File: src/inc/io_space_pkg.sv
package io_space_pkg;

  // ****************************************
  // Address map of the I/O space
  // ****************************************
  localparam int         NUM_SLOTS      = 27;
  localparam int         SLOT_W         = 5;
  localparam logic [7:0] IO_BIT_LAST    = 8'h1f;
  localparam logic [7:0] IO_PORT_LAST   = 8'h3f;
  localparam logic [7:0] IO_DATA_OFFSET = 8'h20;
  localparam logic [7:0] EXT_IO_FIRST   = 8'h60;
  localparam logic [7:0] EXT_IO_LAST    = 8'hff;
  localparam logic [7:0] RESET_VALUE    = 8'h00;

  // Data-space address of each slot
  localparam logic [7:0] SLOT_ADDR [NUM_SLOTS] = '{
    8'h3c, 8'h3e,                                           // event flags, scratch 0
    8'h4a, 8'h4b, 8'h4c, 8'h4d, 8'h4e, 8'h50, 8'h53, 8'h54, 8'h55, 8'h57,
    8'h5d, 8'h5e, 8'h5f, 8'h60, 8'h61, 8'h64, 8'h66, 8'h68, 8'h69, 8'h6b,
    8'h6c, 8'h6d, 8'h6e, 8'h6f, 8'h70};

  // Bits software reads and writes
  localparam logic [7:0] RW_MASK [NUM_SLOTS] = '{
    8'h00, 8'hff,
    8'hff, 8'hff, 8'hff, 8'h01, 8'hff, 8'hcf, 8'h0f, 8'h0f, 8'h73, 8'h9f,
    8'hff, 8'h07, 8'hff, 8'h7f, 8'h8f, 8'hef, 8'hff, 8'h07, 8'h0f, 8'hff,
    8'h7f, 8'hff, 8'h07, 8'h27, 8'h07};

  // Status flags cleared by writing a one
  localparam logic [7:0] W1C_MASK [NUM_SLOTS] = '{
    8'h03, 8'h00,
    8'h00, 8'h00, 8'h00, 8'hc0, 8'h00, 8'h10, 8'h00, 8'h00, 8'h00, 8'h00,
    8'h00, 8'h00, 8'h00, 8'h80, 8'h00, 8'h00, 8'h00, 8'h00, 8'h00, 8'h00,
    8'h00, 8'h00, 8'h00, 8'h00, 8'h00};

  // Bits that show peripheral state and ignore writes
  localparam logic [7:0] RO_MASK [NUM_SLOTS] = '{
    8'h00, 8'h00,
    8'h00, 8'h00, 8'h00, 8'h00, 8'h00, 8'h20, 8'h00, 8'h00, 8'h00, 8'h40,
    8'h00, 8'h00, 8'h00, 8'h00, 8'h00, 8'h00, 8'h00, 8'h00, 8'h00, 8'h00,
    8'h00, 8'h00, 8'h00, 8'h00, 8'h00};

  // ****************************************
  // Access styles and carriers
  // ****************************************
  typedef enum logic [3:0] {
    OP_NONE,
    OP_PORT_READ,
    OP_PORT_WRITE,
    OP_SET_IO_BIT,
    OP_CLEAR_IO_BIT,
    OP_SKIP_IF_IO_BIT_SET,
    OP_SKIP_IF_IO_BIT_CLEAR,
    OP_MEMORY_READ,
    OP_MEMORY_WRITE
  } access_op_t;

  typedef struct packed {
    access_op_t  op;
    logic [7:0]  addr;
    logic [2:0]  bitSel;
    logic [7:0]  wdata;
  } core_req_t;

  typedef struct packed {
    logic        valid;
    logic        refused;
    logic        skip;
    logic [7:0]  rdata;
  } core_resp_t;

endpackage : io_space_pkg

File: src/rtl/io_space_decoder.sv
`timescale 1ns/1ps

module io_space_decoder
  import io_space_pkg::*;
#(
  parameter int SLOTS = NUM_SLOTS
) (
  // Clock and reset
  input  wire logic                        clock,
  input  wire logic                        resetn,
  input  wire logic                        clockEnable,
  // Core access port
  input  wire core_req_t                   req,
  output core_resp_t                       resp,
  // Peripheral side
  input  wire logic [SLOTS-1:0][7:0]       eventSet,
  input  wire logic [SLOTS-1:0][7:0]       hwStatus,
  output logic      [SLOTS-1:0][7:0]       regOut
);

  // ****************************************
  // Elaboration checks
  // ****************************************
  if (SLOTS != NUM_SLOTS) begin : g_bad_slots
    $error("io_space_decoder: SLOTS must equal the size of the address map");
  end

  // One spare index code marks an address with no register behind it
  if (SLOT_W < $clog2(NUM_SLOTS + 1)) begin : g_bad_width
    $error("io_space_decoder: slot index too narrow for the address map");
  end

  // ****************************************
  // Decoding helpers
  // ****************************************
  localparam logic [SLOT_W-1:0] NO_SLOT = '1;

  function automatic logic [SLOT_W-1:0] slotOf(input logic [7:0] a);
    logic [SLOT_W-1:0] s;
    s = NO_SLOT;
    for (int i = 0; i < NUM_SLOTS; i++) begin
      if (SLOT_ADDR[i] == a) begin
        s = SLOT_W'(i);
      end
    end
    return s;
  endfunction : slotOf

  // Also called for numbers above 0x3f; from 0xe0 the sum wraps in eight bits, but styleOk refuses those
  function automatic logic [7:0] ioToData(input logic [7:0] ioNum);
    return ioNum + IO_DATA_OFFSET;
  endfunction : ioToData

  function automatic logic inBitRange(input logic [7:0] ioNum);
    return (ioNum <= IO_BIT_LAST);
  endfunction : inBitRange

  function automatic logic inPortRange(input logic [7:0] ioNum);
    return (ioNum <= IO_PORT_LAST);
  endfunction : inPortRange

  // Below 0x20 lies the working register file, not this block
  function automatic logic inDataRange(input logic [7:0] addr);
    return (addr >= IO_DATA_OFFSET);
  endfunction : inDataRange

  // Bits that hold state in this block
  function automatic logic [7:0] storedBits(input int i);
    return RW_MASK[i] | W1C_MASK[i];
  endfunction : storedBits

  function automatic logic [7:0] readView(input logic [7:0] stored,
                                          input logic [7:0] status,
                                          input int         i);
    // Reserved bits are in no mask and so read as zero
    return (stored & storedBits(i)) | (status & RO_MASK[i]);
  endfunction : readView

  function automatic logic masksOverlap();
    logic hit;
    hit = 1'b0;
    for (int i = 0; i < NUM_SLOTS; i++) begin
      hit = hit | ((RW_MASK[i] & W1C_MASK[i]) != 8'h00);
      hit = hit | ((RW_MASK[i] & RO_MASK[i]) != 8'h00);
      hit = hit | ((W1C_MASK[i] & RO_MASK[i]) != 8'h00);
    end
    return hit;
  endfunction : masksOverlap

  // A bit in RW_MASK and W1C_MASK would be both written and cleared in one cycle; no bit may sit in two masks
  if (masksOverlap()) begin : g_bad_masks
    $error("io_space_decoder: access masks overlap");
  end

  // ****************************************
  // Access decode
  // ****************************************
  logic [7:0]        regFile      [NUM_SLOTS];
  logic [7:0]        next_regFile [NUM_SLOTS];
  core_resp_t        next_resp;
  logic [7:0]        dataAddr;
  logic              styleOk;
  logic              isWrite;
  logic              isBitTest;
  logic [7:0]        writeMask;
  logic [7:0]        writeValue;
  logic [SLOT_W-1:0] slot;
  logic [7:0]        readValue;
  logic [7:0]        bitOne;

  always_comb begin
    bitOne     = 8'h01 << req.bitSel;
    dataAddr   = req.addr;
    styleOk    = 1'b0;
    isWrite    = 1'b0;
    isBitTest  = 1'b0;
    writeMask  = 8'h00;
    writeValue = 8'h00;
    case (req.op)
      OP_PORT_READ: begin
        styleOk  = inPortRange(req.addr);
        dataAddr = ioToData(req.addr);
      end
      OP_PORT_WRITE: begin
        // Numbers stop at 0x3f, so the extended area is never reached here
        styleOk    = inPortRange(req.addr);
        dataAddr   = ioToData(req.addr);
        isWrite    = 1'b1;
        writeMask  = 8'hff;
        writeValue = req.wdata;
      end
      OP_SET_IO_BIT: begin
        styleOk    = inBitRange(req.addr);
        dataAddr   = ioToData(req.addr);
        isWrite    = 1'b1;
        writeMask  = bitOne;
        writeValue = bitOne;
      end
      OP_CLEAR_IO_BIT: begin
        styleOk    = inBitRange(req.addr);
        dataAddr   = ioToData(req.addr);
        isWrite    = 1'b1;
        writeMask  = bitOne;
        writeValue = 8'h00;
      end
      OP_SKIP_IF_IO_BIT_SET, OP_SKIP_IF_IO_BIT_CLEAR: begin
        styleOk   = inBitRange(req.addr);
        dataAddr  = ioToData(req.addr);
        isBitTest = 1'b1;
      end
      OP_MEMORY_READ: begin
        styleOk = inDataRange(req.addr);
      end
      OP_MEMORY_WRITE: begin
        styleOk    = inDataRange(req.addr);
        isWrite    = 1'b1;
        writeMask  = 8'hff;
        writeValue = req.wdata;
      end
      default: begin
        styleOk = 1'b0;
      end
    endcase
  end

  // ****************************************
  // Read path and answer
  // ****************************************
  always_comb begin
    slot      = slotOf(dataAddr);
    readValue = 8'h00;
    for (int i = 0; i < NUM_SLOTS; i++) begin
      if (slot == SLOT_W'(i)) begin
        readValue = readView(regFile[i], hwStatus[i], i);
      end
    end
  end

  always_comb begin
    next_resp         = '0;
    next_resp.valid   = (req.op != OP_NONE);
    next_resp.refused = (req.op != OP_NONE) && !styleOk;
    if (styleOk && !isWrite) begin
      next_resp.rdata = readValue;
    end
    if (styleOk && isBitTest) begin
      // Skip when the tested bit equals the level asked for
      next_resp.skip = (readValue[req.bitSel] == (req.op == OP_SKIP_IF_IO_BIT_SET));
    end
  end

  always_ff @(posedge clock or negedge resetn) begin
    if (!resetn) begin
      resp <= '0;
    end else if (clockEnable) begin
      resp <= next_resp;
    end
  end

  // ****************************************
  // Register updates
  // ****************************************
  always_comb begin
    logic [7:0] v;
    logic [7:0] m;
    v = 8'h00;
    m = 8'h00;
    for (int i = 0; i < NUM_SLOTS; i++) begin
      v = regFile[i];
      m = (styleOk && isWrite && slot == SLOT_W'(i)) ? writeMask : 8'h00;
      // Plain bits take the written value under the mask only
      v = (v & ~(m & RW_MASK[i])) | (writeValue & m & RW_MASK[i]);
      // Flags clear on a written one; a written zero leaves them
      v = v & ~(m & writeValue & W1C_MASK[i]);
      // A peripheral event in the same cycle beats the clear
      v = v | (eventSet[i] & storedBits(i));
      next_regFile[i] = v;
    end
  end

  always_ff @(posedge clock or negedge resetn) begin
    if (!resetn) begin
      for (int i = 0; i < NUM_SLOTS; i++) begin
        regFile[i] <= RESET_VALUE;
      end
    end else if (clockEnable) begin
      for (int i = 0; i < NUM_SLOTS; i++) begin
        regFile[i] <= next_regFile[i];
      end
    end
  end

  // ****************************************
  // Register contents to the peripherals
  // ****************************************
  always_comb begin
    for (int i = 0; i < NUM_SLOTS; i++) begin
      regOut[i] = regFile[i] & storedBits(i);
    end
  end

endmodule : io_space_decoder

File: config.mk
export PLATFORM = sky130hd
export DESIGN_NAME = io_space_decoder
export DESIGN_NICKNAME = d
export VERILOG_FILES = /design/src/inc/io_space_pkg.sv /design/src/rtl/io_space_decoder.sv
export SDC_FILE = /design/constraint.sdc
export NUM_CORES = 1
export LEC_CHECK = 0
export BUFFER_PORTS_ARGS = -buffer_cell sky130_fd_sc_hd__buf_4
export CORE_AREA = 4 4 261 263
export CTS_BUF_LIST = sky130_fd_sc_hd__clkbuf_4 sky130_fd_sc_hd__clkbuf_8
export DETAILED_ROUTE_END_ITERATION = 10
export DIE_AREA = 0 0 265 267
export GPL_TIMING_DRIVEN = 0
export SLEW_MARGIN = 20
export SYNTH_ARGS = -nofsm -noshare
export SYNTH_HDL_FRONTEND = slang
export SYNTH_SLANG_ARGS = --single-unit
File: constraint.sdc
create_clock -name clock -period 5.6 [get_ports clock]
set_input_delay 1.12 -clock clock [delete_from_list [all_inputs] [get_ports clock]]
set_output_delay 1.12 -clock clock [all_outputs]
set_load 0.02 [all_outputs]
After elaboration in Yosys (flattened, before gate mapping) --
Index checks and enable logic that the tools add are counted.
Word-level totals: bits in registers 227, latch bits 0, RAM bits 0, bits in read-only memories 0, input port bits 458, output and inout bits 227, word-level logic and storage cells 375, memories 0
Operators by class: add/sub/neg operators 1, $mul 0, divide/modulo/power cells 0, $lt $le $gt $ge 4, equal/unequal tests 62, shift-type cells 1, mux-type cells 91, bitwise logic cells 142, reductions and logical operators 43
Operators with widths (number):
- $and 8x8->8 | 46
- $mux 8 | 44
- $or 8x8->8 | 30
- $eq 7x8->1 const A | 25
- $mux 5 | 27
- $not 8->8 | 16
- $or 8x3->8 | 8
- $eq 5x5->1 const B | 11
- $or 8x4->8 | 6
- $or 8x7->8 | 6
- $eq 5x4->1 const B | 8
- $not 3->8 | 4
- $pmux 8 s2 | 2
- $logic_and 1x1->1 | 31
- $not 4->8 | 3
- $not 7->8 | 3
- $or 8x6->8 | 3
- $eq 5x3->1 const B | 4
- $eq 4x3->1 const B | 4
- $eq 6x8->1 const A | 2
- $and 7x7->7 | 2
- $mux 7 | 2
- $and 3x3->3 | 4
- $and 4x4->4 | 3
- 33 further kinds | 50

Depth between registers and ports, before layout --
depth after elaboration 63, mapped depth 15, gate-level depth less buffers 12

Least setup slack after synthesis --
Ideal clock, no wire load.
path kind input to register, start input req[14] in the netlist's numbering, end register resp[8] in the netlist's numbering, library setup time 0.101 ns, arrival time 3.683 ns, required time 5.499 ns, slack 1.816 ns, cell stages on the path 13, path through clkbuf_1 -> and2_1 -> clkbuf_1 -> o21ai_0 -> a221o_1 -> or4_1 -> a221o_1 -> nor3_1 -> a211oi_1 -> o2111ai_1 -> nor4_2 -> mux2i_1 -> o32ai_1
On the way: word-level cells in the longest chain between the ends 62, elaborated cells on any way between the ends 119, classes of those cells add/sub: 1; order compare: 3; eq/ne: 54; mux: 59; reduce/logical: 2
RTL lines:
- from (decl) | line io_space_decoder.sv:13 | input wire core_req_t req,
- $add 8x6->8 | line io_space_decoder.sv:51 | return ioNum + IO_DATA_OFFSET;
- $mux 8
- $eq 6x8->1 | line io_space_decoder.sv:42 | if (SLOT_ADDR[i] == a) begin
- $mux 5 (27 in a row) | line io_space_decoder.sv:42
- $logic_not 5->1 | line io_space_decoder.sv:173 | if (slot == SLOT_W'(i)) begin
- $mux 2 | line io_space_decoder.sv:173
- $mux 8 (26 in a row) | line io_space_decoder.sv:173
- $bmux 1 s3 | line io_space_decoder.sv:188 | next_resp.skip = (readValue[req.bitSel] == (req.op == OP_SKIP_IF_IO_BIT_SET));
- $mux 1 (implied by the code) | line io_space_decoder.sv:188
- $eq 1x1->1 | line io_space_decoder.sv:188
- $mux 1 (*) | line io_space_decoder.sv:186 | if (styleOk && isBitTest) begin
- to (signal assigned) | line io_space_decoder.sv:196 | resp <= next_resp;
- to (decl) | line io_space_decoder.sv:14 | output core_resp_t resp,
Every way passes the cells marked *; elsewhere a longest branch is shown, timed or not. The select of a mux whose other input is x is not followed. A chain may end at the register's enable or synchronous reset.

Worst setup path after layout --
start input req[13] in the netlist's numbering, end register resp[8] in the netlist's numbering
Same word-level chain as after synthesis.

==> impl_metrics.tcl <==
set metrics [dict create \
    worstRegToRegCells 11 \
    r2r_end "resp[8]" \
    cpMaxStageDelayCell "nor4_1" \
    worst_pin_slew_ns 1.18 \
    syn-cell-area_um2 11700 \
    num_vias 14400 \
    holdCritPathClass "reg -> reg" \
    fin_crit_ns 5.07 \
    route.top_layer_used "met5" \
    ctsHoldBuffers 0 \
    place_congestion 1.02 \
    yosysTopAreaCellShare_pct 36.1 \
    post_cts_resized 0 \
    avgSynthCellArea_um2 8.18 \
    async_flop_share_pct 100 \
    path_max_fanout 10 \
    synth_top_family_by_area "compound AO/OA/AOI/OAI gates" \
    dp_hpwl_um 69200 \
    crit_path_cell_trace "buf_2, buf_2, clkbuf_1, nand4_1, nor4_1, a21oi_1, a2bb2oi_1, o2111a_1, o211ai_1, nand3_1, nor4_2, mux2i_1, o32ai_1" \
    holdWs_ns 0.502 \
    cts_tree "yes" \
    met3_length_um 11100 \
    drtPass1Iterations 7 \
    cp_data_arrival_time_ns 5.52 \
    regArea_um2 4230 \
    p_sw_mw 0.970 \
    drcViolationCount 0 \
    netlist_instances 1431 \
    drt_iter0_markers 2049 \
    met2_length_um 36100 \
    root_buffer "clkbuf_8" \
    cts.sinks 169 \
    wl_um 84900 \
    grt_usage_pct 22.8 \
    synthMuxAreaShare_pct 1.09 \
    sequentialPowerShare_pct 41.7 \
    die-area_um2 70800 \
    internal_power_mw 1.97 \
    die_w_um 265 \
    synthTopCellsByArea "dfrtp_1 36%, nor2_1 7.6%, o32a_1 4.6%, nand2_1 4.6%, buf_4 3.8%" \
    final_nets 2321 \
    wire_per_inst_um 31.0 \
    synth-edff-count 0 \
    post-route-util_pct 24.6 \
    ys_types 93 \
    ys_warn_count 0 \
    hold_viol_final 0 \
    yosysMostFrequentCell "nor2_1" \
    run_status "complete, no violations" \
    yosys.area_share.simple_pct 25.0 \
    slowest_delay_ns 0.85 \
    slew_violations 0 \
    grt_pass1_wl_um 113000 \
    wl_met1_um 34900 \
    place_area_um2 15700 \
    grt_overflow 0 \
    seq_area_frac_synth_pct 36.1 \
    max_slew_margin_pct 20.8 \
    portBuffers 351 \
    nFillCells 7279 \
    p_total_mw 2.94 \
    fmax_ghz 0.197 \
    core_um2 65600 \
    rsz0062_at_grt "no" \
    grt_pass1_vias 13400 \
    synth_top_flop_cell "dfrtp_1" \
    antenna_found_initial 5 \
    ios 685 \
    grt_max_degree 89 \
    fin_area_um2 16200 \
    path_clk_slew_ns 0.10 \
    multiInputGateArea_um2 6800 \
    powerDensity_nw_per_um2 181 \
    worstPathBufferInverterCount 3 \
    switching_share_pct 33.0 \
    holdPathStages 1 \
    ys_ff_latch 169 \
    cp_top_family "simple AND/OR/NAND/NOR gates" \
    peakVddDrop_mv 0.165 \
    synth_common_cells "236 x nor2_1, 169 x dfrtp_1, 142 x nand2_1" \
    synth_xor_area_share_pct 0.224 \
    initial_core_util_pct 17.8 \
    clock_skew_ns 0.0178 \
    drive_gt1_share_pct 27.5 \
    ant_nets 0 \
    holdPathEnd "resp[0]" \
    r2r_start "regOut[186]" \
    dieHeight_um 267 \
    clock_power_share_pct 34.9 \
    clockBufferDepth 2 \
    clk_latency_ns 0.54 \
    htreeDepth 4 \
    post_cts_buffers 0 \
    combPwrFrac_pct 23.5 \
    synth_top_cell_by_area "dfrtp_1" \
    synth_compound_area_share_pct 29.5 \
    required_ns 6.05 \
    hold_path_startpoint "resp[0]" \
    leakagePower_nw 5.85 \
    path_class "in -> reg" \
    via_per_inst 5.25 \
    cts_inserted_buffers 17 \
    rows 94 \
    worstSetupEndpointType "flip-flop" \
    cp_common_cell "buf_2" \
    syn2layout_area_growth_pct 38.2 \
    cp-start-kind "input port" \
    min_period_over_period_pct 90.5 \
    synthAdderAreaFrac_pct 0.107 \
    maxCapViolCount 0 \
    r2r_setup_slack_ns 2.11 \
    setup_viol 0 \
]
-- sequential cells by signal, indices dropped and copies added (netlist names) --
register / cells
regOut: 158
resp: 11
-- metrics by stage --
stage	setup slack, ns	std cells	setup TNS, ns
after floorplan	1.82	1488	0
after global placement	-0.607	2703	-0.612
after detailed placement	-0.214	2707	-0.214
after CTS	0.370	2739	0
after global routing	0.501	2740	0
final	0.530	2743	0
-- area by class of cell --
cell class,count,share of cell area (%)
multi-input cells,1147,42.1
flip-flops and latches,169,26.1
repair buffers,355,16.6
well taps,864,6.68
plain buffers,155,5.27
clock buffers,21,1.71
clock inverters,11,1.04
inverters,17,0.394
diodes,4,0.0619
-- worst register-to-register path: stages, from the launching register on --
cell	delay [ns]
dfrtp_1	0.43
mux2i_1	0.33
o21ai_0	0.18
a221o_1	0.32
or4_1	0.43
a221o_1	0.37
nor3_1	0.44
o211ai_1	0.26
nand3_1	0.16
nor4_2	0.09
mux2i_1	0.13
o32ai_1	0.27
-- how the worst max path moves through the flow --
| stage | from | depth (start not counted) | to | slack, ns |
|---|---|---|---|---|
| floorplan | req[14] | 13 | resp[8] | 1.82 |
| global placement | req[12] | 12 | resp[8] | -0.61 |
| detailed placement | req[13] | 14 | resp[8] | -0.21 |
| CTS | req[13] | 14 | resp[8] | 0.37 |
| global route | req[13] | 14 | resp[8] | 0.50 |
| finish | req[13] | 13 | resp[8] | 0.53 |
-- cells by family after synthesis --
| kind of cell | count (synthesis) |
|---|---|
| muxes | 12 |
| AOI/OAI and AO/OA | 463 |
| and+or+nand+nor | 610 |
| other | 1 |
| DFF | 169 |
| buffers and inverters | 172 |
| adders and majority gates | 1 |
| xor gates and xnor gates | 3 |
-- placed cells by master, fill, tap and decap left out, drive strengths merged, types with 8 or more instances in the layout --
cell type  instances
buf              442
nor2             238
dfrtp            169
nand2            143
clkbuf            89
a21oi             83
nor3              78
o21ai             72
conb              58
o32a              54
o21bai            47
o211ai            31
nand3             28
a221o             27
nand4             21
inv               18
nor4              17
a22oi             16
nand2b            15
nor2b             15
o22ai             15
o311ai            11
a22o              10
a211oi            10
and2               9
a31oi              9
o31ai              8
-- power groups by stage --
stage | clock network [mW] | registers (mW) | logic, mW
finish | 1.02 | 1.22 | 0.689
global route | 1.09 | 1.22 | 0.718
CTS | 1.04 | 1.22 | 0.669
detailed placement | 0 | 1.25 | 0.668
global placement | 0 | 1.25 | 0.664
floorplan | 0 | 1.25 | 0.328
-- metal layers --
metal / up-vias / global-route usage, %
met5: - / 0
met4: 6 / 6.44
met3: 149 / 9.57
met2: 1015 / 34.0
met1: 7087 / 30.3
li1: 6140 / -
(Power assumes the default switching activity.)
